### src/shared/sram_port_pkg.sv
// constants and types shared by the sync sram port design
package sram_port_pkg;
    // ------------------------------------------------------------
    // geometry
    // ------------------------------------------------------------
    localparam int ADDR_W      = 19;       // 512K locations
    localparam int LANES       = 4;        // byte lanes
    localparam int LANE_W      = 9;        // eight data bits plus parity
    localparam int DATA_W      = LANES * LANE_W;
    localparam int BURST_W     = 2;        // two-bit burst counter
    localparam int BURST_LSB   = 0;        // position of the low bits
    // ------------------------------------------------------------
    // reset values
    // ------------------------------------------------------------
    localparam logic [ADDR_W-1:0]  RST_ADDR  = 19'h00000;
    localparam logic [BURST_W-1:0] RST_BURST = 2'h0;
    localparam logic [DATA_W-1:0]  RST_DATA  = 36'h000000000;
    localparam logic               RST_FLAG  = 1'b0;
    localparam logic               RST_OE_N  = 1'b1;
    localparam logic               RST_LONG  = 1'b1;  // third select fitted
    // ------------------------------------------------------------
    // cycle kinds decoded from the sampled controls
    // ------------------------------------------------------------
    typedef enum logic [1:0] {
        cyc_idle,
        cyc_read,
        cyc_write
    } cycle_kind_t;
endpackage

### src/shared/sram_ctl_if.sv
// interface carrying sampled controls into the burst address unit
`timescale 1ns/100ps
`default_nettype none
interface sram_ctl_if;
    import sram_port_pkg::*;
    logic                load;      // capture a new start address
    logic                advance;   // step the burst counter
    logic [ADDR_W-1:0]   addr_in;   // address presented with the strobe
    logic [ADDR_W-1:0]   addr_out;  // current burst address
    modport ctl (output load, output advance, output addr_in,
                 input addr_out);
    modport unit (input load, input advance, input addr_in,
                  output addr_out);
endinterface
`default_nettype wire

### src/hw/burst_addr_unit.sv
// start address register and two-bit burst counter
`timescale 1ns/100ps
`default_nettype none
module burst_addr_unit
    import sram_port_pkg::*;
(
    input  wire logic   clk,
    input  wire logic   rst_n,
    sram_ctl_if.unit    ctl
);
    // ------------------------------------------------------------
    // state
    // ------------------------------------------------------------
    typedef struct packed {
        logic [ADDR_W-1:0]  base;   // captured upper address
        logic [BURST_W-1:0] count;  // burst position
    } burst_state_t;

    burst_state_t state;       // registered state
    burst_state_t next_state;  // next value

    // load wins over advance, advance steps, otherwise hold
    always_comb begin
        next_state = state;
        if (ctl.load) begin
            next_state.base  = ctl.addr_in;
            next_state.count = ctl.addr_in[BURST_LSB +: BURST_W];
        end else if (ctl.advance) begin
            next_state.count = state.count + 2'h1;
        end
    end

    // register the state
    always_ff @(posedge clk or negedge rst_n) begin
        if (!rst_n) begin
            state <= '{base: RST_ADDR, count: RST_BURST};
        end else begin
            state <= next_state;
        end
    end

    // low bits replaced by the counter
    assign ctl.addr_out = {state.base[ADDR_W-1:BURST_W], state.count};
endmodule
`default_nettype wire

### src/hw/sync_sram_port.sv
// pipelined double-cycle-deselect sync sram control port
`timescale 1ns/100ps
`default_nettype none
// What this block does
// - latch address on strobe while fully selected
// - load low address bits into counter
// - lane select writes only with qualifier low
// - global write writes every lane
// - advance low steps counter, else hold
// - processor strobe ignored when first select high
// - selected: first low, second high, third low
// - missing third select counts as asserted
// - output enable low drives, high floats
// - first read after deselect keeps lines undriven
// - processor strobe captures address, loads counter
// - both strobes: processor strobe wins
// - controller strobe captures address, loads counter
// - read data two cycles after the sampled address
module sync_sram_port
    import sram_port_pkg::*;
#(
    parameter int DEPTH = 16  // words backed in this model of the array
)(
    input  wire logic              clk,
    input  wire logic              rst_n,
    input  wire logic [ADDR_W-1:0] addr,
    input  wire logic              processor_addr_strobe_n,
    input  wire logic              controller_addr_strobe_n,
    input  wire logic              burst_advance_n,
    input  wire logic              lane_write_qualify_n,
    input  wire logic              all_lanes_write_n,
    input  wire logic [LANES-1:0]  lane_write_select_n,
    input  wire logic              chip_select_first_n,
    input  wire logic              chip_select_second,
    input  wire logic              chip_select_third_n,
    input  wire logic              third_select_fitted,
    input  wire logic              output_enable_n,
    input  wire logic [DATA_W-1:0] data_in,
    output logic      [DATA_W-1:0] data_out,
    output logic                   data_oe
);
    // ------------------------------------------------------------
    // pin synchronisers
    // ------------------------------------------------------------
    localparam int SYNC_W = ADDR_W + 9 + LANES + DATA_W;
    logic [SYNC_W-1:0] pins_raw;   // raw pin bundle
    logic [SYNC_W-1:0] sync_a;     // first stage, read only by sync_b
    logic [SYNC_W-1:0] sync_b;     // second stage
    logic              oe_a;       // output enable first stage
    logic              oe_b;       // output enable second stage

    assign pins_raw = {addr, processor_addr_strobe_n,
                       controller_addr_strobe_n, burst_advance_n,
                       lane_write_qualify_n, all_lanes_write_n,
                       chip_select_first_n, chip_select_second,
                       chip_select_third_n, third_select_fitted,
                       lane_write_select_n, data_in};

    // two flops on every pin; at reset idle pins read as inactive except first select, which reads low
    always_ff @(posedge clk or negedge rst_n) begin
        if (!rst_n) begin
            sync_a <= {{ADDR_W{1'b0}}, 5'h1f, 4'h2, {LANES{1'b1}},
                       {DATA_W{1'b0}}};
            sync_b <= {{ADDR_W{1'b0}}, 5'h1f, 4'h2, {LANES{1'b1}},
                       {DATA_W{1'b0}}};
            oe_a   <= RST_OE_N;
            oe_b   <= RST_OE_N;
        end else begin
            sync_a <= pins_raw;
            sync_b <= sync_a;
            oe_a   <= output_enable_n;
            oe_b   <= oe_a;
        end
    end

    // ------------------------------------------------------------
    // unpack synchronised pins
    // ------------------------------------------------------------
    logic [ADDR_W-1:0] s_addr;     // sampled address
    logic              s_pstrobe_n; // processor strobe
    logic              s_cstrobe_n; // controller strobe
    logic              s_step_n;    // burst advance
    logic              s_qual_n;   // lane write qualifier
    logic              s_all_n;    // global write
    logic              s_cs1_n;    // first select
    logic              s_cs2;      // second select
    logic              s_cs3_n;    // third select
    logic              s_fitted;   // third select present
    logic [LANES-1:0]  s_lane_n;   // lane selects
    logic [DATA_W-1:0] s_data;     // write data

    assign {s_addr, s_pstrobe_n, s_cstrobe_n, s_step_n, s_qual_n, s_all_n,
            s_cs1_n, s_cs2, s_cs3_n, s_fitted, s_lane_n, s_data} = sync_b;

    // ------------------------------------------------------------
    // select and strobe decode
    // ------------------------------------------------------------
    logic             cs3_active;  // third select, forced when absent
    logic             selected;    // all selects active
    logic             pstrobe_take; // processor strobe recognised
    logic             cstrobe_take; // controller strobe recognised
    logic             burst_active; // inside a selected burst
    logic             strobe;      // a new address is taken
    logic [LANES-1:0] lane_we;     // per-lane write this cycle
    cycle_kind_t      kind;        // decoded cycle

    assign cs3_active = !s_fitted || !s_cs3_n;
    assign selected   = !s_cs1_n && s_cs2 && cs3_active;
    assign pstrobe_take = !s_pstrobe_n && !s_cs1_n;
    assign cstrobe_take = !s_cstrobe_n && !pstrobe_take;
    assign strobe       = (pstrobe_take || cstrobe_take) && selected;

    // lane write enables
    generate
        for (genvar i = 0; i < LANES; i++) begin : g_lane
            assign lane_we[i] = !s_all_n || (!s_qual_n && !s_lane_n[i]);
        end
    endgenerate

    // ------------------------------------------------------------
    // burst address unit
    // ------------------------------------------------------------
    sram_ctl_if ctl_bus ();

    assign ctl_bus.load    = strobe;
    assign ctl_bus.addr_in = s_addr;
    assign ctl_bus.advance = !strobe && !s_step_n && burst_active;

    burst_addr_unit u_burst (
        .clk   (clk),
        .rst_n (rst_n),
        .ctl   (ctl_bus.unit)
    );

    // ------------------------------------------------------------
    // port state
    // ------------------------------------------------------------
    typedef struct packed {
        logic              active;    // burst running
        logic              rd_pend;   // read issued last cycle
        logic              rd_valid;  // read data held in output stage
        logic              rd_fresh;  // read issued right after deselect
        logic              first_rd;  // first output cycle to mask
        logic              dcd;       // extra deselect stage
        logic [DATA_W-1:0] rdata;     // output register
    } port_state_t;

    port_state_t state;       // registered state
    port_state_t next_state;  // next value

    logic [DATA_W-1:0] mem [DEPTH];  // backing array
    logic [$clog2(DEPTH)-1:0] widx;  // array index of current address

    assign burst_active = state.active;
    assign widx = ctl_bus.addr_out[$clog2(DEPTH)-1:0];

    // kind of the cycle now presented
    always_comb begin
        kind = cyc_idle;
        if (strobe || state.active) begin
            if (lane_we != '0) begin
                kind = cyc_write;
            end else begin
                kind = cyc_read;
            end
        end
    end

    // next port state
    always_comb begin
        next_state          = state;
        next_state.rd_pend  = 1'b0;
        if (strobe) begin
            next_state.active = 1'b1;
        end else if (pstrobe_take || cstrobe_take) begin
            // recognised strobe while deselected ends the burst
            next_state.active = 1'b0;
        end
        next_state.rd_pend  = (kind == cyc_read);
        next_state.rd_valid = state.rd_pend;
        if (state.rd_pend) begin
            next_state.rdata = mem[widx];
        end
        // mask first output cycle after deselect
        next_state.rd_fresh = (kind == cyc_read) && !state.dcd;
        next_state.first_rd = state.rd_fresh;
        next_state.dcd      = (kind != cyc_idle);
    end

    // register the state
    always_ff @(posedge clk or negedge rst_n) begin
        if (!rst_n) begin
            state <= '{active: RST_FLAG, rd_pend: RST_FLAG,
                       rd_valid: RST_FLAG, rd_fresh: RST_FLAG,
                       first_rd: RST_FLAG,
                       dcd: RST_FLAG, rdata: RST_DATA};
        end else begin
            state <= next_state;
        end
    end

    // array write, lane by lane
    always_ff @(posedge clk) begin
        if (kind == cyc_write) begin
            for (int i = 0; i < LANES; i++) begin
                if (lane_we[i]) begin
                    mem[widx][i*LANE_W +: LANE_W] <=
                        s_data[i*LANE_W +: LANE_W];
                end
            end
        end
    end

    // ------------------------------------------------------------
    // output drive
    // ------------------------------------------------------------
    assign data_out = state.rdata;
    assign data_oe  = !oe_b && state.rd_valid && !state.first_rd;
endmodule
`default_nettype wire

### config.mk
export PLATFORM = sky130hd
export DESIGN_NAME = sync_sram_port
export DESIGN_NICKNAME = d
export VERILOG_FILES = /design/src/shared/sram_port_pkg.sv /design/src/shared/sram_ctl_if.sv /design/src/hw/burst_addr_unit.sv /design/src/hw/sync_sram_port.sv
export SDC_FILE = /design/constraint.sdc
export NUM_CORES = 1
export LEC_CHECK = 0
export BUFFER_PORTS_ARGS = -buffer_cell sky130_fd_sc_hd__buf_4
export CAP_MARGIN = 20
export CORE_MARGIN = 5
export CORE_UTILIZATION = 61
export DETAILED_ROUTE_END_ITERATION = 10
export PLACE_DENSITY = 0.79
export SLEW_MARGIN = 20
export SYNTH_ARGS = -nofsm -noshare
export SYNTH_HDL_FRONTEND = slang
export SYNTH_HIERARCHICAL = 1
export SYNTH_SLANG_ARGS = --single-unit
### constraint.sdc
create_clock -name clk -period 3.1 [get_ports clk]
set_clock_uncertainty 0.05 [all_clocks]
set_input_delay 0 -clock clk [delete_from_list [all_inputs] [get_ports clk]]
set_output_delay 0 -clock clk [all_outputs]
set_load 0.01 [all_outputs]
==> summary.txt, run 1 <==
Power and ir drop
  – Clock power share: 0.357
  – Max IR drop VDD: 0.0006232 V
  – Lkg Pwr: 0.01135 uW
  – Seq pwr share: 0.482
  – Internal: 17890 uW
  – Switching fraction of total power: 0.2549
  – Power density over the cells: 755.1 mW/mm^2
  – Tot Pwr: 24010 uW
  – NetSw: 6120 uW
  – Power share of the combinational group: 0.160

Timing
  – Setup-violating endpoint count in the final report: 0
  – Setup ws final: 401.2 ps
  – Worst-Margin Slew: 1003 ps
  – Pins Over Slew Limit: 0
  – Relative slew slack: 0.3312
  – Max Fclk: 370.5 MHz
  – RSZ-0062 raised after global routing: false
  – Fin Hold WS: -19.25 ps
  – Hold violation count in the final report: 22
  – Tmin final: 2699 ps
  – TNS Setup: 0 ps
  – Tcrit/Tclk final: 0.8706

Setup path
  – CP required: 3320 ps
  – Worst-path maximum fanout: 26
  – CP Capture Type: flip-flop
  – Worst Reg-to-Reg Cells: 4
  – Critical path launch point: u_burst/ctl.addr_out[0]$_DFFE_PN0P_
  – WS Path Type: reg -> reg
  – Crit start category: flip-flop
  – CP arrival: 2920 ps
  – Reg-to-Reg Start: u_burst/ctl.addr_out[0]$_DFFE_PN0P_

Place
  – I/O Buffers: 92
  – RePlAce Congestion: 0.7830
  – Final HPWL DP: 32440 um
  – Placement Setup Slack: 549.1 ps

Routing
  – DRC Markers: 0
  – DR pass1 iterations: 5
  – Vias per inst: 6.000
  – Routed WL: 57120 um
  – Via count: 14210
  – 1st-iter DRT viols: 1347
  – Wire per inst: 24.12 um
  – Detail Route Antenna Nets: 0

Layout
  – Syn-to-layout area delta: 16.76%
  – Share of cells above drive strength 1: 0.2038
  – Final nets: 1790
  – Antenna cells: 0

Clocking
  – Clock slew at reported path FFs: 60 ps
  – Num CTS Buffers: 71
  – # H-tree levels: 3
  – Root buffer cell: clkbuf_16
  – Maximum clock insertion buffer count: 3
  – Worst-Skew Late Latency: 590 ps
  – Setup bufs post-CTS: 0
  – Clock sink count: 730
  – CTS tree: done

Floorplanning
  – # IOs: 108
  – Die Span X: 221.3 um
  – Die height: 221.3 um
  – Core Footprint: 0.04422 mm^2
  – Row count: 77
  – Initial core utilization: 0.6158
  – Full die area: 0.04897 mm^2

Global route
  – Initial antenna violation count: 0
  – Largest net degree at the start of global routing: 80
  – Global-route wire length before repair: 87290 um
  – Total gr overflow: 0
  – Vias in the first global route: 14730
  – GR Util All Layers: 0.2331

Hold path
  – HP Class: in -> async

Synthesis
  – Syn nets: 1564
  – Mapped Area: 0.02723 mm^2
  – Syn Inst Count: 1493
  – Yosys Warn Count: 6
  – Avg Cell Area, Syn: 18.24 um^2

Run
  – Max_cap viols: 0

Run status
  – Outcome: finished, violations left
  – Failing checks: negative hold slack
worst paths after layout:
path / to / slack [ps]
max reg2reg: mem[7][25]$_DFFE_PP_ / 400
max: mem[7][25]$_DFFE_PP_ / 400
min: sync_a[42]$_DFF_PN0_ / -20
max in group asynchronous: sync_a[45]$_DFF_PN1_ / 2110
min reg2reg: sync_b[6]$_DFF_PN0_ / 290
min in group clk: sync_a[5]$_DFF_PN0_ / 20
routing by layer:
metal  share of wire  routed length, um  vias up  GRT usage
met5               0                  0        -          0
met4           0.028               1627        0    0.07223
met3           0.083               4734      114    0.04757
met2            0.50              28510      653     0.3885
met1            0.39              22250     7207     0.3164
li1                -                  -     6234          -
critical path, cell delays in order, from the launching register on:
cell and delay, ps:
dfrtp_2 750, and2_2 660, nand3b_1 400, nor2_1 240, buf_4 260
per-stage QoR:
step	util	cell area, um^2	cells	hold WS (ps)
2_1_floorplan	-	27230	1493	-345.6
3_3_place_gp	0.6446	28500	2146	49.36
3_5_place_dp	0.6446	28500	2146	53.06
4_1_cts	0.7188	31790	2367	1.007
5_1_grt	0.7190	31800	2368	1.352
6_report	0.7190	31800	2368	-19.25
power groups by stage:
stage               Clock, uW  Sequential [uW]  Combinational (uW)
floorplan                   0            11500                3080
global placement            0            11700                3640
detailed placement          0            11800                3740
CTS                      8680            11600                3860
global route             9140            11600                4110
finish                   8580            11600                3850
flip-flops by register name (all words and copies together), names as in the netlist:
register,flops
mem,576
sync_a,53
sync_b,53
data_out,36
u_burst/ctl.addr_out,4
state,3
next_state,2
burst_active,1
oe_a,1
oe_b,1
placed cells by master (no fill, tap or decap), types with 4 or more instances in the layout:
| cell | n |
|---|---|
| a221oi_1 | 16 |
| a2bb2oi_1 | 20 |
| a31oi_1 | 36 |
| buf_12 | 5 |
| buf_4 | 177 |
| bufinv_16 | 4 |
| clkbuf_1 | 16 |
| clkbuf_16 | 76 |
| clkbuf_8 | 11 |
| clkinv_1 | 6 |
| clkinv_2 | 9 |
| clkinvlp_4 | 5 |
| dfrtp_1 | 127 |
| dfstp_2 | 22 |
| dlygate4sd3_1 | 92 |
| edfxtp_1 | 576 |
| mux2i_1 | 216 |
| mux4_2 | 36 |
| nand2_1 | 31 |
| nand2b_1 | 7 |
| nand3_1 | 22 |
| nand3b_1 | 4 |
| nor2_1 | 101 |
| nor3_1 | 36 |
| o21ai_0 | 4 |
| o21ai_1 | 17 |
| o22ai_1 | 72 |
repair_timing:
item | CTS | global route
resized for setup | 0 | 0
hold endpoints to repair | 166 | 1
hold buffers | 91 | 1
layout make-up:
cell class / instances / area (um^2)
Tap cell: 592 / 740.7
Clock inverter: 27 / 259.0
Fill cell: 2558 / 12420
Multi-Input combinational cell: 641 / 5134
Timing Repair Buffer: 275 / 2361
Sequential cell: 730 / 21190
Clock buffer: 103 / 2113
(Power assumes the default switching activity.)
==> inputs of run 2 (changes only) <==
Settings changed: CORE_UTILIZATION 61 to 66, CTS_CLUSTER_SIZE set to 25, PLACE_DENSITY 0.79 to 0.84.
Clock period 3.1 ns to 3.38 ns, I/O delays scaled along.
==> run 2 against run 1 <==
Net effect:
- the flow now finishes without violations
- utilization grew 5.4 points
- hold slack improved by 40 ps
- combinational power fell by 8.6%
- sequential power decreased by 9%
- register-to-register slack improved by 140 ps
- final area down 0.71%
- highest routed layer unchanged
- critical path depth grew 1
- die area shrank 7.2%
- largest power group unchanged
==> summary.txt, run 2 (synthesized netlist as in run 1, its figures left out) <==
Run status
  – Outcome: finished, final reports clean

Timing
  – Setup-violating endpoint count in the final report: 0 (unchanged)
  – Tcrit/Tclk final: 0.8392 (-0.03136)
  – Hold violation count in the final report: 0 (-100%)
  – RSZ-0062 raised after global routing: false
  – Tmin final: 2837 ps (+137.8 ps)
  – Setup ws final: 543.4 ps (+142.2 ps)
  – Worst-Margin Slew: 1079 ps (+76.23 ps)
  – TNS Setup: 0 ps (unchanged)
  – Max Fclk: 352.5 MHz (-4.9%)
  – Pins Over Slew Limit: 0 (unchanged)
  – Relative slew slack: 0.2804 (-0.05082)

Hold path
  – HP Class: in -> reg
  – Hold path depth: 2
  – HP Start: data_in[18]
  – Hold worst-path end: sync_a[18]$_DFF_PN0_

Power and ir drop
  – NetSw: 5615 uW (-8.3%)
  – Clock power share: 0.349 (-0.008)
  – Switching fraction of total power: 0.2586 (+0.003736)
  – Power share of the combinational group: 0.162 (+0.002)
  – Internal: 16100 uW (-10%)
  – Power density over the cells: 687.7 mW/mm^2 (-8.9%)
  – Tot Pwr: 21710 uW (-9.6%)
  – Seq pwr share: 0.489 (+0.007)
  – Max IR drop VDD: 0.0004589 V (-26%)
  – Lkg Pwr: 0.01127 uW (-0.73%)

Layout
  – Final nets: 1784 (-0.34%)
  – Share of cells above drive strength 1: 0.1949 (-0.008914)
  – Commonest non-fill, non-tap cells in the layout: edfxtp_1 (576), mux2i_1 (216), buf_4 (169)
  – Commonest non-fill, non-tap cell in the layout: edfxtp_1
  – Syn-to-layout area delta: 15.93%
  – Post-Layout Cell Count: 2303 (-2.7%)
  – Largest regs: mem: 576 flops, sync_a: 53 flops, sync_b: 53 flops
  – Reg with most FFs: mem
  – Final core occ: 0.7732 (+0.05414)
  – Max reg flops: 576 (unchanged)

Clocking
  – CTS tree: done
  – Worst-Skew Late Latency: 590 ps (about the same)
  – Setup bufs post-CTS: 0 (unchanged)
  – Num CTS Buffers: 69 (-2.8%)
  – Root buffer cell: clkbuf_16
  – Clock slew at reported path FFs: 70 ps (about the same)
  – CTS resizes: 0 (unchanged)
  – # H-tree levels: 3 (unchanged)
  – Clock sink count: 730 (unchanged)
  – CTS Hold Bufs: 97 (+6.6%)
  – Maximum clock insertion buffer count: 3 (unchanged)

Routing
  – Routed WL: 58650 um (+2.7%)
  – 1st-iter DRT viols: 1877 (+39%)
  – Wire per inst: 25.47 um (+5.6%)
  – Vias per inst: 6.261 (+4.3%)
  – Via count: 14420 (+1.5%)
  – DR pass1 iterations: 8 (+3)
  – DRC Markers: 0 (unchanged)
  – Detail Route Antenna Nets: 0 (unchanged)

Setup path
  – CP arrival: 3260 ps (+340 ps)
  – Reg-to-Reg Start: u_burst/ctl.addr_out[2]$_DFFE_PN0P_
  – R2r endpoint: data_out[10]$_DFFE_PN0P_
  – CP Capture Type: flip-flop
  – WS Path Type: reg -> reg
  – Crit start category: flip-flop
  – CP required: 3810 ps (+490 ps)
  – Worst Reg-to-Reg Cells: 5 (+1)
  – R2r setup slk: 540 ps (+140 ps)
  – Worst-path maximum fanout: 38 (+46%)

Floorplanning
  – Core Footprint: 0.04083 mm^2 (-7.7%)
  – Die Span X: 213.1 um (-3.7%)
  – Die height: 213.1 um (-3.7%)
  – Full die area: 0.04542 mm^2 (-7.2%)
  – Row count: 74 (-3.9%)
  – # IOs: 108 (unchanged)
  – Initial core utilization: 0.6669 (+0.05112)

Place
  – Placement Setup Slack: 727.4 ps (+178.4 ps)
  – Final HPWL DP: 31540 um (-2.8%)
  – DP Cell Count: 2077 (-3.2%)
  – I/O Buffers: 92 (unchanged)
  – RePlAce Congestion: 0.7955 (+1.6%)

Global route
  – Vias in the first global route: 15270 (+3.6%)
  – Initial antenna violation count: 0 (unchanged)
  – Largest net degree at the start of global routing: 103 (+29%)
  – GR Util All Layers: 0.2657 (+0.03264)
  – Global-route wire length before repair: 89550 um (+2.6%)
  – Total gr overflow: 0 (unchanged)

Run
  – Max_cap viols: 0 (unchanged)
run 2: cell types whose count changed in the layout (fill, tap and decap cells not counted), moves of 3 or more:
cell,change
buf_4,-8
clkbuf_1,+10
clkbuf_16,-4
clkinv_1,-3
clkinvlp_4,-3
dlygate4sd3_1,+4
run 2: final cells by class:
cell class / count / area (um^2)
timing repair buffer: 271 / 2349
clock inverter: 21 / 207.7
antenna: 1 / 2.502
sequential: 730 / 21190
fill: 2044 / 9261
tap: 532 / 665.6
multi-input combinational: 641 / 5134
clock buffer: 107 / 2023
run 2: critical path: stages (launching register included):
cell,delay [ps]
dfrtp_2,970
nand3_1,730
buf_4,430
o22ai_1,190
nor2_1,100
a31oi_1,220
run 2: power by group through the flow:
stage / sequential, uW / clock [uW] / combinational, uW
final: 10600 / 7570 / 3520
after global routing: 10700 / 8050 / 3760
after CTS: 10600 / 7640 / 3500
after detailed placement: 10800 / 0 / 3370
after global placement: 10800 / 0 / 3270
after floorplan: 10500 / 0 / 2820
run 2: worst max-delay path by stage:
stage	slack, ps	cells after the start	startpoint	end
final	540	5	u_burst/ctl.addr_out[2]$_DFFE_PN0P_	data_out[10]$_DFFE_PN0P_
after detailed placement	730	5	u_burst/ctl.addr_out[2]$_DFFE_PN0P_	data_out[10]$_DFFE_PN0P_
after floorplan	970	6	u_burst/ctl.addr_out[1]$_DFFE_PN0P_	mem[4][0]$_DFFE_PP_
after global routing	460	5	u_burst/ctl.addr_out[2]$_DFFE_PN0P_	data_out[10]$_DFFE_PN0P_
after global placement	810	5	u_burst/ctl.addr_out[2]$_DFFE_PN0P_	data_out[15]$_DFFE_PN0P_
after CTS	680	5	u_burst/ctl.addr_out[2]$_DFFE_PN0P_	data_out[10]$_DFFE_PN0P_
run 2: through the flow:
stage / cell area, um^2 / hold slack [ps]
final: 31570 / 21.16
after global routing: 31570 / 13.22
after CTS: 31570 / 0.1941
after detailed placement: 28350 / -48.79
after global placement: 28350 / -52.85
after floorplan: 27230 / -345.6
run 2: routing by layer:
layer	vias to the layer above	track usage	wire, um
met5	-	0	0
met4	0	0.09452	1788
met3	138	0.05289	5800
met2	830	0.4504	29890
met1	7222	0.3507	21170
li1	6228	-	-
